===== src/design/dcam_map.vh =====
// Constants for the DMA channel address multiplexer
`ifndef DCAM_MAP_VH
`define DCAM_MAP_VH
`define DCAM_PTR_W 20
`define DCAM_REG_W 8
`define DCAM_NCH 27
`define DCAM_CH_BLT 0
`define DCAM_CH_BPL 4
`define DCAM_CH_COP 12
`define DCAM_CH_AUD 13
`define DCAM_CH_SPR 17
`define DCAM_CH_DSK 25
`define DCAM_CH_REF 26
`define DCAM_SLOTS 16
`define DCAM_SLOT_REF 0
`define DCAM_SLOT_DSK 4
`define DCAM_SLOT_AUD 5
`define DCAM_SLOT_SPR 8
`define DCAM_REF_CODE 8'h3C
`define DCAM_DST_BLT 8'h00
`define DCAM_DST_BPL 8'h88
`define DCAM_DST_COP 8'h44
`define DCAM_DST_AUD 8'hAA
`define DCAM_DST_SPR 8'h90
`define DCAM_DST_DSK 8'h08
`define DCAM_OP_MOVE 2'd0
`define DCAM_OP_SKIP 2'd1
`define DCAM_OP_JUMP 2'd2
`define DCAM_OP_WAIT 2'd3
`define DCAM_FIFO_DEPTH 8
`endif


===== src/design/dcam_fifo.v =====
// Small flip-flop FIFO with valid/ready on both sides
`timescale 1ns/1ps
module dcam_fifo #(
	parameter WIDTH = 28,
	parameter DEPTH = 8,
	parameter AW = 3
) (
	input wire clk,
	input wire rst,
	input wire in_valid,
	output wire in_ready,
	input wire [WIDTH-1:0] in_data,
	output wire out_valid,
	input wire out_ready,
	output wire [WIDTH-1:0] out_data
);
	reg [WIDTH-1:0] mem [0:DEPTH-1];
	reg [AW-1:0] wp;
	reg [AW-1:0] rp;
	reg [AW:0] cnt;
	wire push;
	wire pop;
	assign in_ready = (cnt != DEPTH[AW:0]);
	assign out_valid = (cnt != {(AW+1){1'b0}});
	assign out_data = mem[rp];
	assign push = in_valid && in_ready;
	assign pop = out_valid && out_ready;
	always @(posedge clk) begin
		if (push)
			mem[wp] <= in_data;
	end
	always @(posedge clk or posedge rst) begin
		if (rst) begin
			wp <= {AW{1'b0}};
			rp <= {AW{1'b0}};
			cnt <= {(AW+1){1'b0}};
		end else begin
			if (push)
				wp <= (wp == DEPTH[AW-1:0] - 1'b1) ? {AW{1'b0}} : wp + 1'b1;
			if (pop)
				rp <= (rp == DEPTH[AW-1:0] - 1'b1) ? {AW{1'b0}} : rp + 1'b1;
			if (push && !pop)
				cnt <= cnt + 1'b1;
			else if (pop && !push)
				cnt <= cnt - 1'b1;
		end
	end
endmodule // dcam_fifo


===== src/design/dcam_top.v =====
// DMA channel address generator and host address multiplexer
`timescale 1ns/1ps
`include "dcam_map.vh"
module dcam_top #(
	parameter NCH = `DCAM_NCH,
	parameter TWO_MEG = 0
) (
	input wire MCLK,
	input wire RST,
	input wire [20:1] HOST_ADDR,
	input wire ADDR_STROBE_N,
	input wire MEMORY_SELECT_N,
	input wire REGS_SELECT_N,
	input wire LOWER_BYTE_STROBE_N,
	input wire UPPER_BYTE_STROBE_N,
	input wire HOST_READ_WRITE,
	input wire [3:0] SLOT_REQUEST_IN,
	input wire DISK_REQ,
	input wire DISK_WRITE,
	input wire [3:0] SLOT,
	input wire SLOT_TICK,
	input wire HBLANK,
	input wire DISPLAY_ACTIVE,
	input wire [15:0] BEAM_POS,
	input wire BLIT_START,
	input wire [3:0] BLIT_USE,
	input wire [7:0] SPRITE_EN,
	input wire [7:0] PLANE_EN,
	input wire COP_START,
	input wire PTR_LOAD,
	input wire [4:0] PTR_SEL,
	input wire [19:0] PTR_DATA,
	input wire FETCH_VALID,
	input wire [31:0] FETCH_DATA,
	output reg [9:0] MEM_ADDR_BUS,
	output reg [8:1] REG_DEST_BUS,
	output reg BUS_STEAL_N,
	output reg ROW_STROBE_N,
	output reg ROW_STROBE_BANK0_N,
	output reg ROW_STROBE_BANK1_N,
	output reg COL_STROBE_UPPER_N,
	output reg COL_STROBE_LOWER_N,
	output reg REG_READ_WRITE_OUT,
	output reg COL_PHASE,
	output reg XFER_DONE,
	output reg [4:0] XFER_CH,
	output reg COP_REG_WRITE,
	output reg [7:0] COP_REG_ADDR,
	output reg [15:0] COP_REG_DATA
);
	// Two-flop synchronisers for pin inputs
	reg [20:1] a_s1, a_s2;
	reg [5:0] c_s1, c_s2;
	reg [3:0] aud_s1, aud_s2;
	reg dsk_s1, dsk_s2;
	reg dwr_s1, dwr_s2;
	always @(posedge MCLK or posedge RST) begin
		if (RST) begin
			a_s1 <= 20'h0_0000;
			a_s2 <= 20'h0_0000;
			c_s1 <= 6'h3F;
			c_s2 <= 6'h3F;
			aud_s1 <= 4'h0;
			aud_s2 <= 4'h0;
			dsk_s1 <= 1'b0;
			dsk_s2 <= 1'b0;
			dwr_s1 <= 1'b0;
			dwr_s2 <= 1'b0;
		end else begin
			a_s1 <= HOST_ADDR;
			a_s2 <= a_s1;
			c_s1 <= {ADDR_STROBE_N, MEMORY_SELECT_N, REGS_SELECT_N,
				LOWER_BYTE_STROBE_N, UPPER_BYTE_STROBE_N, HOST_READ_WRITE};
			c_s2 <= c_s1;
			aud_s1 <= SLOT_REQUEST_IN;
			aud_s2 <= aud_s1;
			dsk_s1 <= DISK_REQ;
			dsk_s2 <= dsk_s1;
			dwr_s1 <= DISK_WRITE;
			dwr_s2 <= dwr_s1;
		end
	end
	wire as_n = c_s2[5];
	wire ms_n = c_s2[4];
	wire rs_n = c_s2[3];
	wire lds_n = c_s2[2];
	wire uds_n = c_s2[1];
	wire hrw = c_s2[0];

	// Pointer file, one per channel
	reg [19:0] ptr [0:NCH-1];
	reg [19:0] cop_jump;
	wire [19:0] cur_ptr;
	reg grant_v;
	reg [4:0] grant_ch;
	assign cur_ptr = ptr[grant_ch];
	reg cop_jump_do;
	genvar g;
	generate
		for (g = 0; g < NCH; g = g + 1) begin : g_ptr
			always @(posedge MCLK or posedge RST) begin
				if (RST)
					ptr[g] <= 20'h0_0000;
				else if (g == `DCAM_CH_COP && cop_jump_do)
					ptr[g] <= cop_jump;
				else if (PTR_LOAD && PTR_SEL == g)
					ptr[g] <= PTR_DATA;
				else if (XFER_DONE && XFER_CH == g && g != `DCAM_CH_REF)
					ptr[g] <= ptr[g] + 20'h0_0001;
				else if (XFER_DONE && XFER_CH == g)
					ptr[g] <= ptr[g] + 20'h0_0200;
			end
		end
	endgenerate

	// Request sources
	reg [3:0] blit_act;
	reg [2:0] bpl_cnt;
	reg [1:0] cop_st;
	reg [15:0] cop_wait;
	localparam COP_IDLE = 2'd0;
	localparam COP_FETCH = 2'd1;
	localparam COP_WAIT = 2'd2;
	localparam COP_SKIP = 2'd3;
	wire cop_req = (cop_st == COP_FETCH) || (cop_st == COP_SKIP);
	wire cop_ready;
	reg [NCH-1:0] req;
	integer k;
	always @* begin
		req = {NCH{1'b0}};
		for (k = 0; k < 4; k = k + 1)
			req[`DCAM_CH_BLT + k] = blit_act[k];
		for (k = 0; k < 8; k = k + 1)
			req[`DCAM_CH_BPL + k] = DISPLAY_ACTIVE && PLANE_EN[k];
		req[`DCAM_CH_COP] = cop_req && cop_ready;
		for (k = 0; k < 4; k = k + 1)
			req[`DCAM_CH_AUD + k] = aud_s2[k] && HBLANK
				&& SLOT == (`DCAM_SLOT_AUD + k);
		for (k = 0; k < 8; k = k + 1)
			req[`DCAM_CH_SPR + k] = SPRITE_EN[k] && SLOT == (`DCAM_SLOT_SPR + k);
		req[`DCAM_CH_DSK] = dsk_s2 && SLOT == `DCAM_SLOT_DSK;
		req[`DCAM_CH_REF] = SLOT == `DCAM_SLOT_REF;
	end

	// refresh first, then lowest channel number
	localparam [4:0] REF_CH = `DCAM_CH_REF;
	reg next_v;
	reg [4:0] next_ch;
	always @* begin
		next_v = 1'b0;
		next_ch = 5'd0;
		for (k = NCH - 1; k >= 0; k = k - 1) begin
			if (req[k]) begin
				next_v = 1'b1;
				next_ch = k[4:0];
			end
		end
		if (req[`DCAM_CH_REF]) begin
			next_v = 1'b1;
			next_ch = REF_CH;
		end
	end

	// DMA cycle phases
	localparam PH_IDLE = 2'd0;
	localparam PH_ROW = 2'd1;
	localparam PH_COL = 2'd2;
	localparam PH_END = 2'd3;
	reg [1:0] ph;
	wire host_mem = !as_n && !ms_n;
	wire host_reg = !as_n && !rs_n;
	wire is_ref = grant_ch == `DCAM_CH_REF;
	wire dsk_w = dwr_s2;

	function [7:0] dest_code;
		input [4:0] ch;
		begin
			if (ch < `DCAM_CH_BPL)
				dest_code = `DCAM_DST_BLT + {3'd0, ch};
			else if (ch < `DCAM_CH_COP)
				dest_code = `DCAM_DST_BPL + {3'd0, ch - 5'd4};
			else if (ch == `DCAM_CH_COP)
				dest_code = `DCAM_DST_COP;
			else if (ch < `DCAM_CH_SPR)
				dest_code = `DCAM_DST_AUD + {3'd0, ch - 5'd13};
			else if (ch < `DCAM_CH_DSK)
				dest_code = `DCAM_DST_SPR + {3'd0, ch - 5'd17};
			else if (ch == `DCAM_CH_DSK)
				dest_code = `DCAM_DST_DSK;
			else
				dest_code = `DCAM_REF_CODE;
		end
	endfunction

	always @(posedge MCLK or posedge RST) begin
		if (RST) begin
			ph <= PH_IDLE;
			grant_v <= 1'b0;
			grant_ch <= 5'd0;
			XFER_DONE <= 1'b0;
			XFER_CH <= 5'd0;
		end else begin
			XFER_DONE <= 1'b0;
			case (ph)
				PH_IDLE: begin
					if (SLOT_TICK && next_v) begin
						grant_v <= 1'b1;
						grant_ch <= next_ch;
						ph <= PH_ROW;
					end
				end
				PH_ROW: begin
					ph <= PH_COL;
				end
				PH_COL: begin
					ph <= PH_END;
				end
				PH_END: begin
					XFER_DONE <= 1'b1;
					XFER_CH <= grant_ch;
					grant_v <= 1'b0;
					ph <= PH_IDLE;
				end
				default: begin
					ph <= PH_IDLE;
				end
			endcase
		end
	end

	// Output multiplexer
	reg [9:0] next_ma;
	reg [8:1] next_rga;
	reg next_steal_n, next_ras_n, next_r0_n, next_r1_n, next_cu_n, next_cl_n;
	reg next_rrw, next_col;
	always @* begin
		next_ma = 10'h3FF;
		next_rga = 8'hFF;
		next_steal_n = 1'b1;
		next_ras_n = 1'b1;
		next_r0_n = 1'b1;
		next_r1_n = 1'b1;
		next_cu_n = 1'b1;
		next_cl_n = 1'b1;
		next_rrw = 1'b1;
		next_col = 1'b0;
		if (grant_v) begin
			next_steal_n = 1'b0;
			next_col = (ph == PH_COL) || (ph == PH_END);
			next_ma = next_col ? {cur_ptr[19], cur_ptr[17], cur_ptr[7:0]}
				: {cur_ptr[18], cur_ptr[16:8]};
			next_rga = dest_code(grant_ch);
			next_rrw = !(grant_ch == `DCAM_CH_BLT + 3 || (grant_ch == `DCAM_CH_DSK && dsk_w));
			next_ras_n = 1'b0;
			if (is_ref) begin
				next_r0_n = 1'b0;
				next_r1_n = 1'b0;
				next_rrw = 1'b1;
			end else begin
				next_r0_n = (TWO_MEG != 0) ? 1'b1 : cur_ptr[18];
				next_r1_n = (TWO_MEG != 0) ? 1'b1 : !cur_ptr[18];
				next_cu_n = !next_col;
				next_cl_n = !next_col;
			end
		end else begin
			if (host_mem) begin
				next_col = 1'b1;
				next_ma = {a_s2[20], a_s2[18], a_s2[8:1]};
				next_ras_n = 1'b0;
				next_r0_n = (TWO_MEG != 0) ? 1'b1 : a_s2[19];
				next_r1_n = (TWO_MEG != 0) ? 1'b1 : !a_s2[19];
				next_cl_n = lds_n;
				next_cu_n = uds_n;
				next_rrw = hrw;
			end
			if (host_reg) begin
				next_rga = a_s2[8:1];
				next_rrw = hrw;
			end
		end
	end

	// Host row phase precedes column phase by one cycle
	reg host_row_done;
	always @(posedge MCLK or posedge RST) begin
		if (RST) begin
			host_row_done <= 1'b0;
			MEM_ADDR_BUS <= 10'h3FF;
			REG_DEST_BUS <= 8'hFF;
			BUS_STEAL_N <= 1'b1;
			ROW_STROBE_N <= 1'b1;
			ROW_STROBE_BANK0_N <= 1'b1;
			ROW_STROBE_BANK1_N <= 1'b1;
			COL_STROBE_UPPER_N <= 1'b1;
			COL_STROBE_LOWER_N <= 1'b1;
			REG_READ_WRITE_OUT <= 1'b1;
			COL_PHASE <= 1'b0;
		end else begin
			host_row_done <= host_mem && !grant_v;
			if (host_mem && !grant_v && !host_row_done) begin
				MEM_ADDR_BUS <= {a_s2[19], a_s2[17:9]};
				COL_STROBE_UPPER_N <= 1'b1;
				COL_STROBE_LOWER_N <= 1'b1;
				COL_PHASE <= 1'b0;
			end else begin
				MEM_ADDR_BUS <= next_ma;
				COL_STROBE_UPPER_N <= next_cu_n;
				COL_STROBE_LOWER_N <= next_cl_n;
				COL_PHASE <= next_col;
			end
			REG_DEST_BUS <= next_rga;
			BUS_STEAL_N <= next_steal_n;
			ROW_STROBE_N <= next_ras_n;
			ROW_STROBE_BANK0_N <= next_r0_n;
			ROW_STROBE_BANK1_N <= next_r1_n;
			REG_READ_WRITE_OUT <= next_rrw;
		end
	end

	// Image engine runs its four channels in order
	always @(posedge MCLK or posedge RST) begin
		if (RST)
			blit_act <= 4'h0;
		else if (BLIT_START)
			blit_act <= BLIT_USE;
		else if (XFER_DONE && XFER_CH < 5'd4)
			blit_act[XFER_CH[1:0]] <= 1'b0;
	end

	// Fetched coprocessor words pass through a FIFO
	wire f_valid;
	wire [31:0] f_data;
	wire f_pop = f_valid && cop_st != COP_IDLE && cop_st != COP_WAIT;
	dcam_fifo #(
		.WIDTH(32),
		.DEPTH(`DCAM_FIFO_DEPTH),
		.AW(3)
	) u_fifo (
		.clk(MCLK),
		.rst(RST),
		.in_valid(FETCH_VALID),
		.in_ready(cop_ready),
		.in_data(FETCH_DATA),
		.out_valid(f_valid),
		.out_ready(f_pop),
		.out_data(f_data)
	);

	always @(posedge MCLK or posedge RST) begin
		if (RST) begin
			cop_st <= COP_IDLE;
			cop_wait <= 16'h0000;
			cop_jump <= 20'h0_0000;
			cop_jump_do <= 1'b0;
			COP_REG_WRITE <= 1'b0;
			COP_REG_ADDR <= 8'h00;
			COP_REG_DATA <= 16'h0000;
		end else begin
			COP_REG_WRITE <= 1'b0;
			cop_jump_do <= 1'b0;
			case (cop_st)
				COP_IDLE: begin
					if (COP_START)
						cop_st <= COP_FETCH;
				end
				COP_FETCH: begin
					if (f_pop) begin
						case (f_data[31:30])
							`DCAM_OP_MOVE: begin
								COP_REG_WRITE <= 1'b1;
								COP_REG_ADDR <= f_data[23:16];
								COP_REG_DATA <= f_data[15:0];
							end
							`DCAM_OP_SKIP: begin
								if (BEAM_POS >= f_data[15:0])
									cop_st <= COP_SKIP;
							end
							`DCAM_OP_JUMP: begin
								cop_jump <= f_data[19:0];
								cop_jump_do <= 1'b1;
							end
							default: begin
								cop_wait <= f_data[15:0];
								cop_st <= COP_WAIT;
							end
						endcase
					end
				end
				COP_SKIP: begin
					if (f_pop)
						cop_st <= COP_FETCH;
				end
				COP_WAIT: begin
					if (BEAM_POS == cop_wait)
						cop_st <= COP_FETCH;
				end
				default: begin
					cop_st <= COP_IDLE;
				end
			endcase
			if (COP_START)
				cop_st <= COP_FETCH;
		end
	end
endmodule // dcam_top


===== config.mk =====
export PLATFORM = sky130hd
export DESIGN_NAME = dcam_top
export DESIGN_NICKNAME = d
export VERILOG_FILES = /design/src/design/dcam_fifo.v /design/src/design/dcam_top.v
export VERILOG_INCLUDE_DIRS = /design/src /design/src/design
export SDC_FILE = /design/constraint.sdc
export NUM_CORES = 2
export LEC_CHECK = 0
export BUFFER_PORTS_ARGS = -buffer_cell sky130_fd_sc_hd__buf_2
export CAP_MARGIN = 5
export CORE_MARGIN = 10
export CORE_UTILIZATION = 25
export CTS_BUF_LIST = sky130_fd_sc_hd__clkbuf_8
export DETAILED_ROUTE_END_ITERATION = 7
export GPL_TIMING_DRIVEN = 1
export PLACE_DENSITY_LB_ADDON = 0.12
export SYNTH_ARGS = -nofsm -noshare
export SYNTH_HDL_FRONTEND = slang
export SYNTH_SLANG_ARGS = --single-unit

===== constraint.sdc =====
create_clock -name MCLK -period 21.3 [get_ports MCLK]
set_input_delay 2.13 -clock MCLK [delete_from_list [all_inputs] [get_ports MCLK]]
set_output_delay 2.13 -clock MCLK [all_outputs]
set_load 0.1 [all_outputs]

-- Word level (Yosys, flattened, before mapping)
Memory sizes are Yosys's and may differ from the RTL's.
Index checks and enable logic that the tools add are counted.
- add/subtract/negate cells: 37
- bitwise gates (word level): 4
- mux-type cells: 175
- equal/unequal tests: 88
- reductions and logical operators: 154
- order comparisons: 9
- operators by type and width (kind ; number):
    $mux W20 ; 57
    $add A20 B1 Y20 const B ; 26
    $mux W5 ; 27
    $eq A5 B5 Y1 const B ; 24
    $bmux W20 S5 ; 1
    $logic_and A1 B1 Y1 ; 94
    $eq A5 B4 Y1 const B ; 17
    $mux W1 ; 61
    $reduce_bool A2 Y1 ; 30
    $mux W8 ; 7
    $eq A5 B3 Y1 const B ; 8
    $mux W10 ; 4
    $eq A4 B4 Y1 const B ; 8
    $eq A5 B2 Y1 const B ; 5
    $add A8 B5 Y8 const A ; 3
    $add A20 B10 Y20 const B ; 1
    $eq A16 B16 Y1 ; 1
    $eq A4 B3 Y1 const B ; 4
    $ge A16 B16 Y1 ; 1
    $mux W4 ; 4
    $mux W2 ; 6
    $logic_not A1 Y1 ; 11
    $eq A2 B2 Y1 const B ; 5
    $eq A5 B1 Y1 const B ; 2
    other kinds (40) ; 60
- flip-flop bits (word level): 723
- memory bits (writable): 256
- memories: 1
- input port bits: 138
- memory list (name ; words ; bits a word ; read ports ; clocked after Yosys merged registers in ; write ports ; RTL line ; RTL):
    u_fifo.mem ; 8 ; 32 ; 1 ; 0 ; 1 ; dcam_fifo.v:17 ; reg [WIDTH-1:0] mem [0:DEPTH-1];

-- Depth between registers and ports, before layout
- word-level depth: 32
- depth in mapped cells: 14

-- Cells and area by module
Synthesis repeated with hierarchy kept, for this count alone.
- cell total of the unflattened synthesis: 4893
- area, all modules: 51705.8 um^2
- by module, submodules not included (module ; cells an instance ; times used ; area an instance (um^2)):
    dcam_top ; 4458 ; 1 ; 41401.0
    dcam_fifo ; 435 ; 1 ; 10304.9

-- Least setup slack after synthesis
Ideal clock, no wire load.
- path type: input to register
- start: input port FETCH_VALID
- end: memory u_fifo.mem[0][0], enable pin
- setup time: 475 ps
- path slack: 16006 ps
- data arrival time: 4819 ps
- cell stages on the path: 2
- path through: nand2_1 -> nor4_1
- word-level cells in the longest chain between the ends: 3
- ends and longest elaborated chain (what ; RTL line ; RTL):
    start, declared ; dcam_top.v:33 ; input wire FETCH_VALID,
    $logic_and A1 B1 Y1 ; dcam_fifo.v:26 ; assign push = in_valid && in_ready;
    $mux W1 ; dcam_fifo.v:29 ; if (push)
    $mux W1 (not written as such) ; dcam_fifo.v:30 ; mem[wp] <= in_data;
    end, declared ; dcam_fifo.v:17 ;
No other way between the ends.

==> results.py <==
metrics = {
    "clocking": {
        "hold_buffers": 0,
        "cts.sink_count": 931,
        "cts_tree": "yes",
        "clockBufferDepth": 3,
        "post-cts-setup-buffer-count": 0,
        "htree_levels": 4,
        "clockRootBuffer": "clkbuf_8",
        "cts_buffers": 180,
        "cts_resized": 0,
        "clk_pin_slew_ns": 0.07,
        "clock_latency_ns": 0.96,
    },
    "worst_setup_path": {
        "critical_path.top_delay_family": "buffers and inverters",
        "cp.depth": 6,
        "crit_buf_inv": 6,
        "crit_required_ns": 22.22,
        "endpoint": "ptr[438]",
        "cpMostUsedCell": "buf_4",
        "cp_cell_sequence": "buf_2 > clkinvlp_4 > buf_4 > buf_4 > buf_12 > buf_4",
        "cp_max_fo": 126,
        "crit_start": "RST",
        "cp_data_arrival_time_ns": 5.84,
        "r2r-start": "grant_ch[0]",
        "critPathCaptureType": "async pin",
        "ff2ff_path_depth": 7,
        "crit_path_start_kind": "input pin",
        "path_class": "input pin to async pin",
        "worst-r2r-setup-slack_ns": 16.71,
        "cp_slowest_cell": "buf_4",
        "reg2reg_to": "MEM_ADDR_BUS[4]",
        "critPathMaxStageDelay_ns": 0.85,
    },
    "routing": {
        "drc": 0,
        "dr_total_vias": 37528,
        "ant_nets": 0,
        "totalWireLength_um": 192000,
        "firstDrtPassIters": 6,
        "via_per_inst": 4.80,
        "wl_per_cell_um": 24.5,
        "first_iter_violations": 2642,
    },
    "placed_design": {
        "dp_cells": 7471,
        "place_ws_ns": 15.19,
        "gp_routability_congestion": 0.832,
        "hpwlAfterDp_um": 130000,
        "port_buffers": 188,
    },
    "power_and_ir_drop": {
        "sw_frac_of_total_pct": 44.7,
        "p_per_area_nw_per_um2": 146,
        "clockPowerShare_pct": 22.6,
        "internal_power_w": 0.00465,
        "pwr-share-comb_pct": 40.9,
        "p_switching_w": 0.00376,
        "p_leak_nw": 21.3,
        "power_frac_seq_pct": 36.5,
        "peakVddDrop_mv": 0.0963,
    },
    "synth": {
        "yosysUniqueCellTypes": 78,
        "ys_warn_count": 0,
        "synth.area.top_cells": "dfrtp_1 35%, edfxtp_1 13%, mux4_2 7.4%",
        "synth.ff_latch_count": 931,
        "avgSynthCellArea_sq_um": 10.2,
        "yosysTopAreaCell": "dfrtp_1",
        "seq_area_frac_synth_pct": 49.2,
        "synth_top_area_share_pct": 34.6,
        "synth-main-ff-cell": "dfrtp_1",
        "async_flop_share_pct": 77.7,
        "synth_edf_count": 208,
        "postSynthCellCount": 4841,
        "syn_area_sq_um": 49600,
        "synth_nets": 5044,
    },
    "sta": {
        "rsz0062_at_grt": "no",
        "drv_slew": 0,
        "clock_skew_ns": 0.0427,
        "fin_crit_ns": 4.92,
        "finalHoldViolations": 0,
        "fmax_mhz": 203,
        "period_share_pct": 23.1,
        "worst_pin_slew_ns": 1.34,
        "finalSetupViolations": 0,
        "fin_ws_ns": 16.38,
        "tns_ns": 0,
        "relSlewSlack_pct": 8.13,
    },
    "floorplanning": {
        "die_x_um": 465,
        "rows": 163,
        "core_sq_um": 197000,
        "fp.dieH_um": 465,
        "die-area_sq_um": 217000,
        "initial_core_util_pct": 25.1,
        "io_pins": 195,
    },
    "run_status": {
        "status": "completed",
    },
    "worst_hold_path": {
        "holdPathStages": 0,
        "hold_path_class": "flop to flop",
    },
    "global_routing": {
        "grt_pass1_wl_um": 279000,
        "antenna_found_initial": 33,
        "grt_pass1_vias": 37718,
        "grt_usage_pct": 17.3,
        "grt_start_max_net_pins": 127,
        "gr-total-overflow": 0,
    },
    "run": {
        "cap_violations": 0,
    },
    "final_layout": {
        "multi_input_area_sq_um": 23800,
        "fin_nets": 5216,
        "fin_cells": 7815,
        "seq_area_sq_um": 24400,
        "post-route-util_pct": 29.1,
        "syn_to_final_growth_pct": 15.8,
        "layout-drive-gt1-share_pct": 16.7,
        "fillCellCount": 20659,
    },
}
## how the worst min path moves through the flow
stage	start	endpoint	slack, ns
floorplan	a_s1[10]	a_s2[10]	0.33
global placement	dsk_s1	dsk_s2	0.33
detailed placement	a_s1[17]	a_s2[17]	0.33
CTS	a_s1[1]	a_s2[1]	0.35
global route	c_s1[2]	c_s2[2]	0.36
finish	a_s1[19]	a_s2[19]	0.34
## flip-flops by register name, summed over array words and instances, names as in the netlist, 2 cells and up
| name | count |
|---|---|
| ptr | 540 |
| u_fifo.mem | 208 |
| a_s1 | 20 |
| a_s2 | 20 |
| cop_jump | 20 |
| COP_REG_DATA | 16 |
| cop_wait | 16 |
| MEM_ADDR_BUS | 10 |
| COP_REG_ADDR | 8 |
| REG_DEST_BUS | 8 |
| c_s1 | 6 |
| c_s2 | 6 |
| XFER_CH | 5 |
| grant_ch | 5 |
| aud_s1 | 4 |
| aud_s2 | 4 |
| blit_act | 4 |
| u_fifo.cnt | 4 |
| u_fifo.rp | 3 |
| u_fifo.wp | 3 |
| cop_st | 2 |
| ph | 2 |
## kinds of logic (layout without fill, tap and decap cells)
logic type,count (synthesis),in the layout,synth area share (%)
AOI/OAI and AO/OA,829,829,9.25
xor gates and xnor gates,531,531,9.38
adders and majority gates,65,65,1.66
buffers and inverters,384,709,2.99
DFF,931,931,49.2
muxes,330,330,10.9
other,0,9,0
and+or+nand+nor,1771,1771,16.6
## per-stage QoR
stage | hold slack (ns) | instance area [sq um] | total power, W
3_3_place_gp | 0.333 | 53600 | 0.00654
2_1_floorplan | 0.331 | 49600 | 0.00517
6_report | 0.342 | 57400 | 0.00841
5_1_grt | 0.356 | 57400 | 0.00892
4_1_cts | 0.347 | 57400 | 0.00853
3_5_place_dp | 0.335 | 53600 | 0.00656
## cell type report
| type | instances | share of cell area (%) |
|---|---|---|
| Antenna cell | 9 | 0.0392 |
| Tap cell | 2640 | 5.75 |
| Clock inverter | 117 | 1.36 |
| Clock buffer | 218 | 5.23 |
| Inverter | 73 | 0.484 |
| Sequential cell | 931 | 42.5 |
| Multi-Input combinational cell | 3526 | 41.4 |
| Timing Repair Buffer | 301 | 3.18 |
## cell usage in the layout, fill, tap and decap left out, drive strengths merged, types with 10 or more instances in the layout
cell    synthesis  final
nor2b          19     19
and2           11     11
nor3           71     71
mux4          163    163
o31ai          10     10
dfrtp         686    686
ha             64     64
a21oi         373    373
o21ai         295    295
or4            10     10
clkbuf        240    218
a31oi          11     11
a211oi         21     21
a21o           10     10
buf            71    301
and4           45     45
o22ai          29     29
nand2b         19     19
and3           97     97
mux2i         112    112
o211ai         13     13
mux2           55     55
nor2          552    552
nand4         143    143
xnor2         253    253
inv            71    154
xor2          278    278
nand2         548    548
dfstp          37     37
nand3         192    192
nor4           20     20
clkinv          2     29
edfxtp        208    208
## worst register-to-register path, cell delays in order (launching register included)
cell and delay (ns):
dfrtp_4 0.75, buf_12 0.45, buf_4 0.95, mux4_2 0.62, nand3_1 0.09, o21ai_0 0.27, a2111oi_0 1.25, a211oi_1 0.08
## cell usage after synthesis (55+ instances only)
master and instances:
a21oi_1 373, and3_1 97, clkbuf_1 240, dfrtp_1 686, edfxtp_1 208, ha_1 64, inv_1 69, mux2_2 55
mux2i_1 112, mux4_2 163, nand2_1 548, nand3_1 192, nand4_1 143, nor2_1 552, nor3_1 69, o21ai_0 294
xnor2_1 253, xor2_1 278
## routing by layer
layer	part of all wire (%)	wire length (um)	GRT usage, %	vias up
li1	-	-	-	17580
met5	0.14	270	0	-
met2	46	87300	27.4	864
met3	5.1	9800	3.67	304
met4	2.6	4900	4.64	44
met1	47	89400	24.0	18736
## power by group through the flow
| stage | registers [W] | logic [W] | clock network, W |
|---|---|---|---|
| 3_5_place_dp | 0.00309 | 0.00347 | 0 |
| 5_1_grt | 0.00315 | 0.00372 | 0.00205 |
| 3_3_place_gp | 0.00309 | 0.00345 | 0 |
| 6_report | 0.00307 | 0.00344 | 0.00190 |
| 4_1_cts | 0.00307 | 0.00348 | 0.00198 |
| 2_1_floorplan | 0.00311 | 0.00205 | 0 |
Power figures use the tool's default switching activity.
